===== src/hdl/sapp_pkg.sv =====
// Purpose: Shared constants for the converter parallel port
// Assumes: 25 MHz system clock
// Notes:   Times in ns, counts derived from the clock rate
package sapp_pkg;
    localparam int          CLK_NS          = 40;
    localparam int          RESULT_W        = 16;
    localparam int          BYTE_W          = 8;
    localparam int          CONV_TIME_NS    = 8000;
    localparam int          CONV_CYCLES     = CONV_TIME_NS / CLK_NS;
    localparam int          START_HOLD_NS   = 40;
    localparam int          START_HOLD_CYC  = (START_HOLD_NS + CLK_NS - 1) / CLK_NS;
    localparam logic [15:0] RESULT_RESET    = 16'h0000;
    localparam logic [15:0] SAMPLE_RESET    = 16'h0000;

    typedef enum logic [1:0] {
        SAPP_IDLE    = 2'b00,
        SAPP_CONVERT = 2'b01,
        SAPP_UPDATE  = 2'b11
    } sapp_state_t;
endpackage


===== src/hdl/sapp_if.sv =====
`timescale 1ns/1ps
// Purpose: Carries the mux request and its answer inside the port
// Assumes: One clock domain
// Notes:   None
interface sapp_if #(parameter int W = 16, parameter int B = 8);
    logic [W-1:0] word;
    logic         byte_low_sel;
    logic [W-1:0] muxed;
    modport ctrl (output word, output byte_low_sel, input muxed);
    modport mux  (input word, input byte_low_sel, output muxed);
endinterface


===== src/hdl/sapp_byte_mux.sv =====
`timescale 1ns/1ps
// Purpose: Word or byte view of the result register
// Assumes: Pure combinational
// Notes:   Select high rotates the lower byte onto the top lanes
module sapp_byte_mux
    import sapp_pkg::*;
#(
    parameter int W = RESULT_W,
    parameter int B = BYTE_W
) (
    sapp_if.mux m
);
    // Select low: whole word, upper byte on the top lanes
    // Select high: lower byte on the top lanes, so a byte-wide host
    // wired to the top lanes reads both halves
    always_comb begin
        m.muxed = m.word;
        if (m.byte_low_sel) begin
            m.muxed = {m.word[B-1:0], m.word[W-1:B]};
        end
    end
endmodule


===== src/hdl/sapp_port.sv =====
`timescale 1ns/1ps
// Purpose: Host port of a 16-bit sampling converter: start, busy, result bus
// Assumes: Host inputs synchronous to clock; sample word supplied by the analog core
// Notes:   Byte select high moves the lower byte onto lines 15..8
module sapp_port
    import sapp_pkg::*;
#(
    parameter int W        = RESULT_W,
    parameter int B        = BYTE_W,
    parameter int CONV_CYC = CONV_CYCLES
) (
    // Clock and reset
    input  wire logic         clock,
    input  wire logic         reset,
    input  wire logic         clock_enable,
    // Host controls
    input  wire logic         select_n,
    input  wire logic         read_convert,
    input  wire logic         byte_sel,
    // Analog core sample, already two's complement
    input  wire logic [W-1:0] sample_word,
    // Host status and result bus
    output logic              busy_n,
    output logic [W-1:0]      result_out,
    output logic [W-1:0]      result_oe,
    output logic              conv_start
);
    // ----------------------------------------
    // Conversion control
    // ----------------------------------------
    sapp_state_t  state;
    sapp_state_t  next_state;
    logic [15:0]  count;
    logic [15:0]  next_count;
    logic [W-1:0] result;
    logic [W-1:0] next_result;
    logic         cmd_prev;
    logic         cmd_now;
    logic         next_busy_n;
    logic         next_start;

    // Combined active-low command: low only when both lines are low
    assign cmd_now = select_n | read_convert;

    always_comb begin
        next_state  = state;
        next_count  = count;
        next_result = result;
        next_busy_n = busy_n;
        next_start  = 1'b0;
        case (state)
            SAPP_IDLE: begin
                // Falling combined command starts; busy already high here
                if (cmd_prev && !cmd_now) begin
                    next_state  = SAPP_CONVERT;
                    next_count  = 16'(CONV_CYC - 1);
                    next_busy_n = 1'b0;
                    next_start  = 1'b1;
                end
            end
            SAPP_CONVERT: begin
                // Commands here are simply not looked at
                if (count == 16'h0000) begin
                    next_state = SAPP_UPDATE;
                end else begin
                    next_count = count - 16'h0001;
                end
            end
            SAPP_UPDATE: begin
                // Two's complement passes unchanged, bit 15 is the sign
                next_result = sample_word;
                next_busy_n = 1'b1;
                next_state  = SAPP_IDLE;
            end
            default: begin
                next_state  = SAPP_IDLE;
                next_busy_n = 1'b1;
            end
        endcase
    end

    always_ff @(posedge clock) begin
        if (reset) begin
            state      <= SAPP_IDLE;
            count      <= 16'h0000;
            result     <= RESULT_RESET;
            busy_n     <= 1'b1;
            cmd_prev   <= 1'b1;
            conv_start <= 1'b0;
        end else if (clock_enable) begin
            state      <= next_state;
            count      <= next_count;
            result     <= next_result;
            busy_n     <= next_busy_n;
            cmd_prev   <= cmd_now;
            conv_start <= next_start;
        end
    end

    // ----------------------------------------
    // Result bus
    // ----------------------------------------
    sapp_if #(.W(W), .B(B)) mux_bus ();
    logic [W-1:0] next_out;
    logic [W-1:0] next_oe;

    assign mux_bus.word         = result;
    assign mux_bus.byte_low_sel = byte_sel;

    sapp_byte_mux #(.W(W), .B(B)) u_mux (
        .m (mux_bus.mux)
    );

    // Drive condition, shared by the bus logic and its checks
    function automatic logic bus_enabled(input logic sel_n, input logic rd_cv);
        return !sel_n && rd_cv;
    endfunction

    // Registered output costs one cycle of access time but keeps outputs glitch free
    always_comb begin
        next_out = '0;
        next_oe  = '0;
        // Drive only with select low and read/convert high
        if (bus_enabled(select_n, read_convert)) begin
            next_oe  = '1;
            next_out = mux_bus.muxed;
        end
    end

    always_ff @(posedge clock) begin
        if (reset) begin
            result_out <= '0;
            result_oe  <= '0;
        end else if (clock_enable) begin
            result_out <= next_out;
            result_oe  <= next_oe;
        end
    end

    // ----------------------------------------
    // Assertions
    // ----------------------------------------
    property p_release;
        @(posedge clock) disable iff (reset)
        (clock_enable && (select_n || !read_convert)) |=> (result_oe == '0);
    endproperty
    a_release: assert property (p_release) else $error("bus driven while released");

    property p_drive;
        @(posedge clock) disable iff (reset)
        (clock_enable && bus_enabled(select_n, read_convert) && !byte_sel)
            |=> (result_oe == '1 && result_out == $past(result));
    endproperty
    a_drive: assert property (p_drive) else $error("word view wrong");

    property p_low_byte;
        @(posedge clock) disable iff (reset)
        (clock_enable && bus_enabled(select_n, read_convert) && byte_sel)
            |=> (result_out[W-1:W-B] == $past(result[B-1:0]));
    endproperty
    a_low_byte: assert property (p_low_byte) else $error("lower byte wrong");

    property p_start;
        @(posedge clock) disable iff (reset)
        (clock_enable && busy_n && state == SAPP_IDLE && cmd_prev && !cmd_now)
            |=> (!busy_n && conv_start);
    endproperty
    a_start: assert property (p_start) else $error("start not taken");

    property p_ignore;
        @(posedge clock) disable iff (reset)
        (clock_enable && !busy_n && state == SAPP_CONVERT && count != 16'h0000)
            |=> (!busy_n && !conv_start);
    endproperty
    a_ignore: assert property (p_ignore) else $error("command during busy");

    property p_busy_rise;
        @(posedge clock) disable iff (reset)
        $rose(busy_n) |-> (result == $past(sample_word));
    endproperty
    a_busy_rise: assert property (p_busy_rise) else $error("busy rose before update");

    property p_no_cmd_no_start;
        @(posedge clock) disable iff (reset)
        (clock_enable && !(cmd_prev && !cmd_now)) |=> !conv_start;
    endproperty
    a_no_cmd_no_start: assert property (p_no_cmd_no_start) else $error("spurious start");

    property p_oe_whole;
        @(posedge clock) disable iff (reset)
        (result_oe == '0) || (result_oe == '1);
    endproperty
    a_oe_whole: assert property (p_oe_whole) else $error("partial enable");

    property p_update;
        @(posedge clock) disable iff (reset)
        (clock_enable && state == SAPP_UPDATE) |=> (busy_n && result == $past(sample_word));
    endproperty
    a_update: assert property (p_update) else $error("result not taken at update");

    property p_busy_hold;
        @(posedge clock) disable iff (reset)
        (clock_enable && state == SAPP_CONVERT) |=> !busy_n;
    endproperty
    a_busy_hold: assert property (p_busy_hold) else $error("busy released early");

    property p_select_start;
        @(posedge clock) disable iff (reset)
        (clock_enable && state == SAPP_IDLE && cmd_prev && !select_n && !read_convert)
            |=> (!busy_n && conv_start);
    endproperty
    a_select_start: assert property (p_select_start) else $error("select start lost");

    // Frozen enable must leave state, busy, start and the bus outputs as they were
    property p_freeze;
        @(posedge clock) disable iff (reset)
        !clock_enable |=> ($stable(state) && $stable(busy_n) && $stable(result_out)
            && $stable(result_oe) && $stable(conv_start));
    endproperty
    a_freeze: assert property (p_freeze) else $error("state moved while frozen");
endmodule

===== config.mk =====
export PLATFORM = sky130hd
export DESIGN_NAME = sapp_port
export DESIGN_NICKNAME = d
export VERILOG_FILES = /design/src/hdl/sapp_pkg.sv /design/src/hdl/sapp_if.sv /design/src/hdl/sapp_byte_mux.sv /design/src/hdl/sapp_port.sv
export SDC_FILE = /design/constraint.sdc
export NUM_CORES = 1
export LEC_CHECK = 0
export ABC_AREA = 1
export BUFFER_PORTS_ARGS = -buffer_cell sky130_fd_sc_hd__buf_2
export CAP_MARGIN = 20
export CORE_MARGIN = 4
export CORE_UTILIZATION = 57
export CTS_BUF_LIST = sky130_fd_sc_hd__clkbuf_8
export DETAILED_ROUTE_END_ITERATION = 8
export PLACE_DENSITY = 0.91
export RECOVER_POWER = 100
export SLEW_MARGIN = 20
export SYNTH_ARGS = -nofsm -noshare
export SYNTH_HDL_FRONTEND = slang
export SYNTH_HIERARCHICAL = 1
export SYNTH_SLANG_ARGS = --single-unit
export TNS_END_PERCENT = 1

===== constraint.sdc =====
create_clock -name clock -period 1.9 [get_ports clock]
set_clock_uncertainty 0.1 [all_clocks]
set_input_delay 0.19 -clock clock [delete_from_list [all_inputs] [get_ports clock]]
set_output_delay 0.19 -clock clock [all_outputs]
set_load 0.005 [all_outputs]

==> results of run 1 <==
-- layout by cell type (no fill, tap or decap), drive strengths merged --
cell / instances
a21oi: 41
buf: 46
bufinv: 1
clkbuf: 19
clkinv: 3
dfxtp: 54
ha: 1
inv: 25
nand2: 140
nand3: 37
nand3b: 1
nand4: 16
nor2: 57
nor3: 3
nor3b: 2
o211ai: 1
o21a: 2
o21ai: 4
or2: 1
-- power breakdown --
part | internal (mW) | switching [mW] | leakage [nW]
combinational | 0.126 | 0.256 | 0.848
sequential | 1.15 | 0.0236 | 0.437
clock | 0.388 | 0.370 | 0.0542
total | 1.67 | 0.650 | 1.34
-- worst max path at each step --
stage                  start   endpoint  slack (ps)  depth (start not counted)
finish              count[0]   count[0]         160                          9
global route        state[1]  count[13]          20                          9
CTS                 count[0]   count[5]          90                         11
detailed placement  count[0]   count[5]         100                         11
global placement    count[0]   count[5]         190                         11
floorplan           count[0]   count[0]         270                         10
-- logic make-up after synthesis --
logic type / Yosys count / share of synthesized area [%]
fa+ha+maj: 1 / 0.427
flops: 54 / 36.9
buf+inv: 64 / 12.8
simple gates: 257 / 41.2
compound gates: 48 / 8.72
-- per-layer routing --
metal	track usage, %	up-vias
met5	0	-
met4	7.04	0
met3	4.74	16
met2	33.1	136
met1	29.4	1261
li1	-	1402
-- metrics by stage --
stage                     worst slack (ps)  instance area (µm²)  power [mW]  cells
after floorplan                        275                 2930        1.51    424
after global placement                 190                 3060        1.56    514
after detailed placement               105                 3060        1.57    514
after CTS                             85.7                 3170        2.31    521
after global routing                  22.1                 3160        2.42    521
final                                  157                 3160        2.32    521
-- layout make-up --
class,count,share of cell area (%)
clock buffer,5,2.18
clock inverter,2,1.23
inverter,27,3.61
multi-input combinational,306,46.8
sequential,54,34.2
tap,67,2.66
timing repair buffer,60,9.27
-- sequential cells by signal (all words and copies together), names as in the netlist --
name	cells
result_out	16
mux_bus.word	16
count	16
conv_start	1
state	2
cmd_prev	1
busy_n	1
result_oe	1
-- worst max-delay path, delay by kind of cell, from the launching register on --
family | cells | cell delay [ps]
fa+ha+maj | 1 | 250
simple gates | 5 | 580
compound gates | 1 | 160
flops | 1 | 330
buf+inv | 2 | 210
==> results_dict.tcl, run 1 <==
set metrics [dict create \
    areaGrowthSynthToFinish_pct 7.82 \
    outcome "completed" \
    netlist_area_um2 2930 \
    wl_met3_um 548 \
    path_class "flop to flop" \
    top_layer "met4" \
    die_w_um 79.7 \
    grt_pass1_wl_um 10800 \
    report.final.slew_viol_count 0 \
    synth_most_common_cell "nand2_1" \
    multi_input_area_um2 1480 \
    p_leak_nw 1.34 \
    finalSetupTns_ps 0 \
    seq_area_um2 1080 \
    ctsResizeCount 0 \
    wl_met1_um 3110 \
    drive_above_1_share_pct 20.0 \
    core_um2 4850 \
    worst_pin_slew_ps 813 \
    grt.total_usage_pct 21.4 \
    whs_ps 40.8 \
    avgSynthCellArea_um2 6.91 \
    r2r_end "count[0]" \
    cap_violations 0 \
    fin_util_pct 65.1 \
    clkTransAtPathRegs_ps 90 \
    synth_ff_type "dfxtp_1" \
    holdBufCountCts 0 \
    critPathLaunchType "flop" \
    antenna_left 0 \
    clock_path_buffers 2 \
    antenna_cells 0 \
    min-delay-start "sample_word[0]" \
    syn_nets 447 \
    place_congestion 0.907 \
    vdd_drop_max_v 0.000404 \
    fin_nets 477 \
    maxSlewHeadroom_pct 45.8 \
    rows 25 \
    fillers 419 \
    grt-ovfl-total 0 \
    netlist-cell-type-count 34 \
    power.density_nw_per_um2 734 \
    via_count 2815 \
    initial_core_util_pct 60.4 \
    critPathMaxFanout 15 \
    dp_hpwl_um 4760 \
    clk_latency_ps 310 \
    drt_iter0_drc 178 \
    async_flop_share_pct 0 \
    max_freq_mhz 574 \
    r2r_start "count[0]" \
    die_h_um 79.7 \
    fin_crit_ps 1740 \
    min_period_over_period_pct 91.7 \
    synth_top_area_share_pct 36.9 \
    yosys-top-cells-count "nand2_1, dfxtp_1, nor2_1" \
    reg2reg_depth 9 \
    holdPathEnd "mux_bus.word[0]" \
    ys.warnings.count 6 \
    cp-end-kind "flop" \
    port_buffers 55 \
    routed_wl_um 6650 \
    post_drt_wl_per_cell_um 12.8 \
    grt_pass1_vias 2376 \
    syn_inst 424 \
    root_buffer "clkbuf_8" \
    rrSetupSlack_ps 160 \
    synth_edf_count 0 \
    setup_viol 0 \
    h-tree-depth 2 \
    vias_per_cell 5.40 \
    cts_setup_buffers 0 \
    slowest_stage "dfxtp_1" \
    worstHoldPathCells 3 \
    antenna_found_initial 0 \
    grt_max_degree 26 \
    cp.required_ps 2000 \
    yosysTopAreaCell "dfxtp_1" \
    worstPathArrival_ps 1850 \
    cpPeakStageDelay_ps 330 \
    synth.yosys.seq_area_share_pct 36.9 \
    finalHoldViolCount 0 \
    wl_met2_um 2910 \
    first_pass_iters 6 \
    hp-class "input pin to flop" \
    ios 56 \
    cp_cell_sequence "inv_1 > ha_2 > nand2_4 > nor2_8 > nand3_4 > nand2_8 > inv_6 > o21ai_0 > nor2_1" \
    cts_buffers 5 \
    cts_tree "yes" \
    rsz0062_at_grt "no" \
    dieArea_um2 6350 \
    yosys-top-cells-area "dfxtp_1, nand2_1, a21oi_1, nor2_1, nand3_1" \
    drcViolationCount 0 \
    synth-seq-cells 54 \
    cts.sinks 54 \
]
Note: power is estimated with default switching activity, not from simulation.
==> run 2: changes to the inputs <==
--- a/config.mk
+++ b/config.mk
@@ -9,10 +9,9 @@
 export BUFFER_PORTS_ARGS = -buffer_cell sky130_fd_sc_hd__buf_2
 export CAP_MARGIN = 20
 export CORE_MARGIN = 4
-export CORE_UTILIZATION = 57
-export CTS_BUF_LIST = sky130_fd_sc_hd__clkbuf_8
+export CORE_UTILIZATION = 55
 export DETAILED_ROUTE_END_ITERATION = 8
-export PLACE_DENSITY = 0.91
+export PLACE_DENSITY = 0.88
 export RECOVER_POWER = 100
 export SLEW_MARGIN = 20
 export SYNTH_ARGS = -nofsm -noshare
==> run 2 against run 1 <==
  * Sequential power about the same
  * Combinational power about the same
  * Hold slack improved by 1.6 ps
  * Via count decreased by 0.92%
  * Critical path type unchanged
==> results_dict.tcl, run 2 (synthesis gave the netlist of run 1 again) <==
set metrics [dict create \
    setup_viol 0 \
    cp-end-kind "flop" \
    cp_cell_sequence "inv_1 > ha_2 > nand2_4 > nor2_8 > nand3_4 > nand2_4 > inv_6 > nor2_1 > nor2_1 > nor2_1" \
    place_congestion 0.953 \
    layout_commonest_cell "nand2_1" \
    fin_crit_ps 1790 \
    antenna_cells 0 \
    h-tree-depth 2 \
    worstPathArrival_ps 1930 \
    initial_core_util_pct 57.0 \
    rows 26 \
    switching_share_pct 29.3 \
    drcViolationCount 0 \
    rsz0062_at_grt "no" \
    first_pass_iters 5 \
    areaGrowthSynthToFinish_pct 7.86 \
    p_int_mw 1.58 \
    post_drt_wl_per_cell_um 12.2 \
    die_w_um 81.0 \
    vias_per_cell 5.29 \
    power.switching_mw 0.656 \
    outcome "completed" \
    antenna_left 0 \
    grt_pass1_wl_um 10600 \
    final_cell_mix "nand2_1, dfxtp_1, nor2_1" \
    antenna_found_initial 0 \
    whs_ps 42.4 \
    path_common_cell "nor2_1" \
    hp-class "input pin to flop" \
    fin_nets 479 \
    grt.total_usage_pct 20.1 \
    drive_above_1_share_pct 20.4 \
    clk_latency_ps 310 \
    drt_iter0_drc 192 \
    p_leak_nw 1.33 \
    finalSetupTns_ps 0 \
    ios 56 \
    combPwrFrac_pct 17.1 \
    power.share.clock_pct 30.4 \
    worst_pin_slew_ps 766 \
    clkTransAtPathRegs_ps 100 \
    cts_buffers 5 \
    ctsResizeCount 0 \
    port_buffers 55 \
    seq_power_share_pct 52.6 \
    power.density_nw_per_um2 709 \
    dieArea_um2 6550 \
    holdBufCountCts 0 \
    cpPeakStageDelay_ps 330 \
    die_h_um 81.0 \
    vdd_drop_max_v 0.000409 \
    cap_violations 0 \
    core_um2 5140 \
    finalHoldViolCount 0 \
    fillers 480 \
    max_freq_mhz 560 \
    via_count 2789 \
    root_buffer "clkbuf_8" \
    report.final.slew_viol_count 0 \
    maxSlewHeadroom_pct 48.9 \
    slowest_stage "dfxtp_1" \
    critPathMaxFanout 15 \
    path_class "flop to flop" \
    grt-ovfl-total 0 \
    grt_max_degree 26 \
    final_area_um2 3160 \
    clock_path_buffers 2 \
    routed_wl_um 6430 \
    dp_hpwl_um 4800 \
    grt_pass1_vias 2378 \
    cts_tree "yes" \
    cp.required_ps 2040 \
    critPathLaunchType "flop" \
    min_period_over_period_pct 94.1 \
    cts.sinks 54 \
    cts_setup_buffers 0 \
    place_area_um2 3080 \
]
[run 2: power groups by stage]
stage / clock network [mW] / registers, mW / logic, mW
after floorplan: 0 / 1.20 / 0.318
after global placement: 0 / 1.20 / 0.367
after detailed placement: 0 / 1.20 / 0.378
after CTS: 0.691 / 1.18 / 0.379
after global routing: 0.738 / 1.18 / 0.425
final: 0.679 / 1.18 / 0.382
[run 2: final cells by class]
| cell class | instances | area, µm² | area share (%) |
|---|---|---|---|
| well taps | 70 | 87.6 | 2.77 |
| flip-flops and latches | 54 | 1080 | 34.2 |
| clock inverters | 2 | 17.5 | 0.555 |
| repair buffers | 62 | 303 | 9.59 |
| inverters | 27 | 114 | 3.61 |
| multi-input cells | 306 | 1470 | 46.6 |
| clock buffers | 6 | 82.6 | 2.61 |
[run 2: per-layer routing]
metal	track usage, %	part of all wire (%)	wire [µm]	vias to the layer above
li1	-	-	-	1422
met1	28.2	47	3050	1231
met2	30.6	42	2720	122
met3	3.88	8.1	523	14
met4	7.09	2.1	135	0
met5	0	0	0	-
[run 2: critical path: cells and delay by family, from the launching register on]
family | cells | cell delay, ps
buffers and inverters | 2 | 230
and+or+nand+nor | 7 | 810
adders and majority gates | 1 | 250
DFF | 1 | 330
[run 2: path summary, 6_finish.rpt]
path / from / endpoint / slack [ps] / depth (start not counted)
worst max-delay path: count[0] / count[15] / 110 / 10
worst min register to register: result_out[1] / result_out[1] / 370 / 2
worst min-delay path: reset / count[13] / 40 / 2
worst max register to register: count[0] / count[15] / 110 / 10
[run 2: metrics by stage]
step / std cells / util, % / setup slack (ps) / total power [mW]
2_1_floorplan: 424 / - / 275 / 1.51
3_3_place_gp: 519 / 60.0 / 207 / 1.57
3_5_place_dp: 519 / 60.0 / 100 / 1.58
4_1_cts: 527 / 61.9 / 89.5 / 2.25
5_1_grt: 527 / 61.4 / 16.4 / 2.34
6_report: 527 / 61.4 / 113 / 2.24
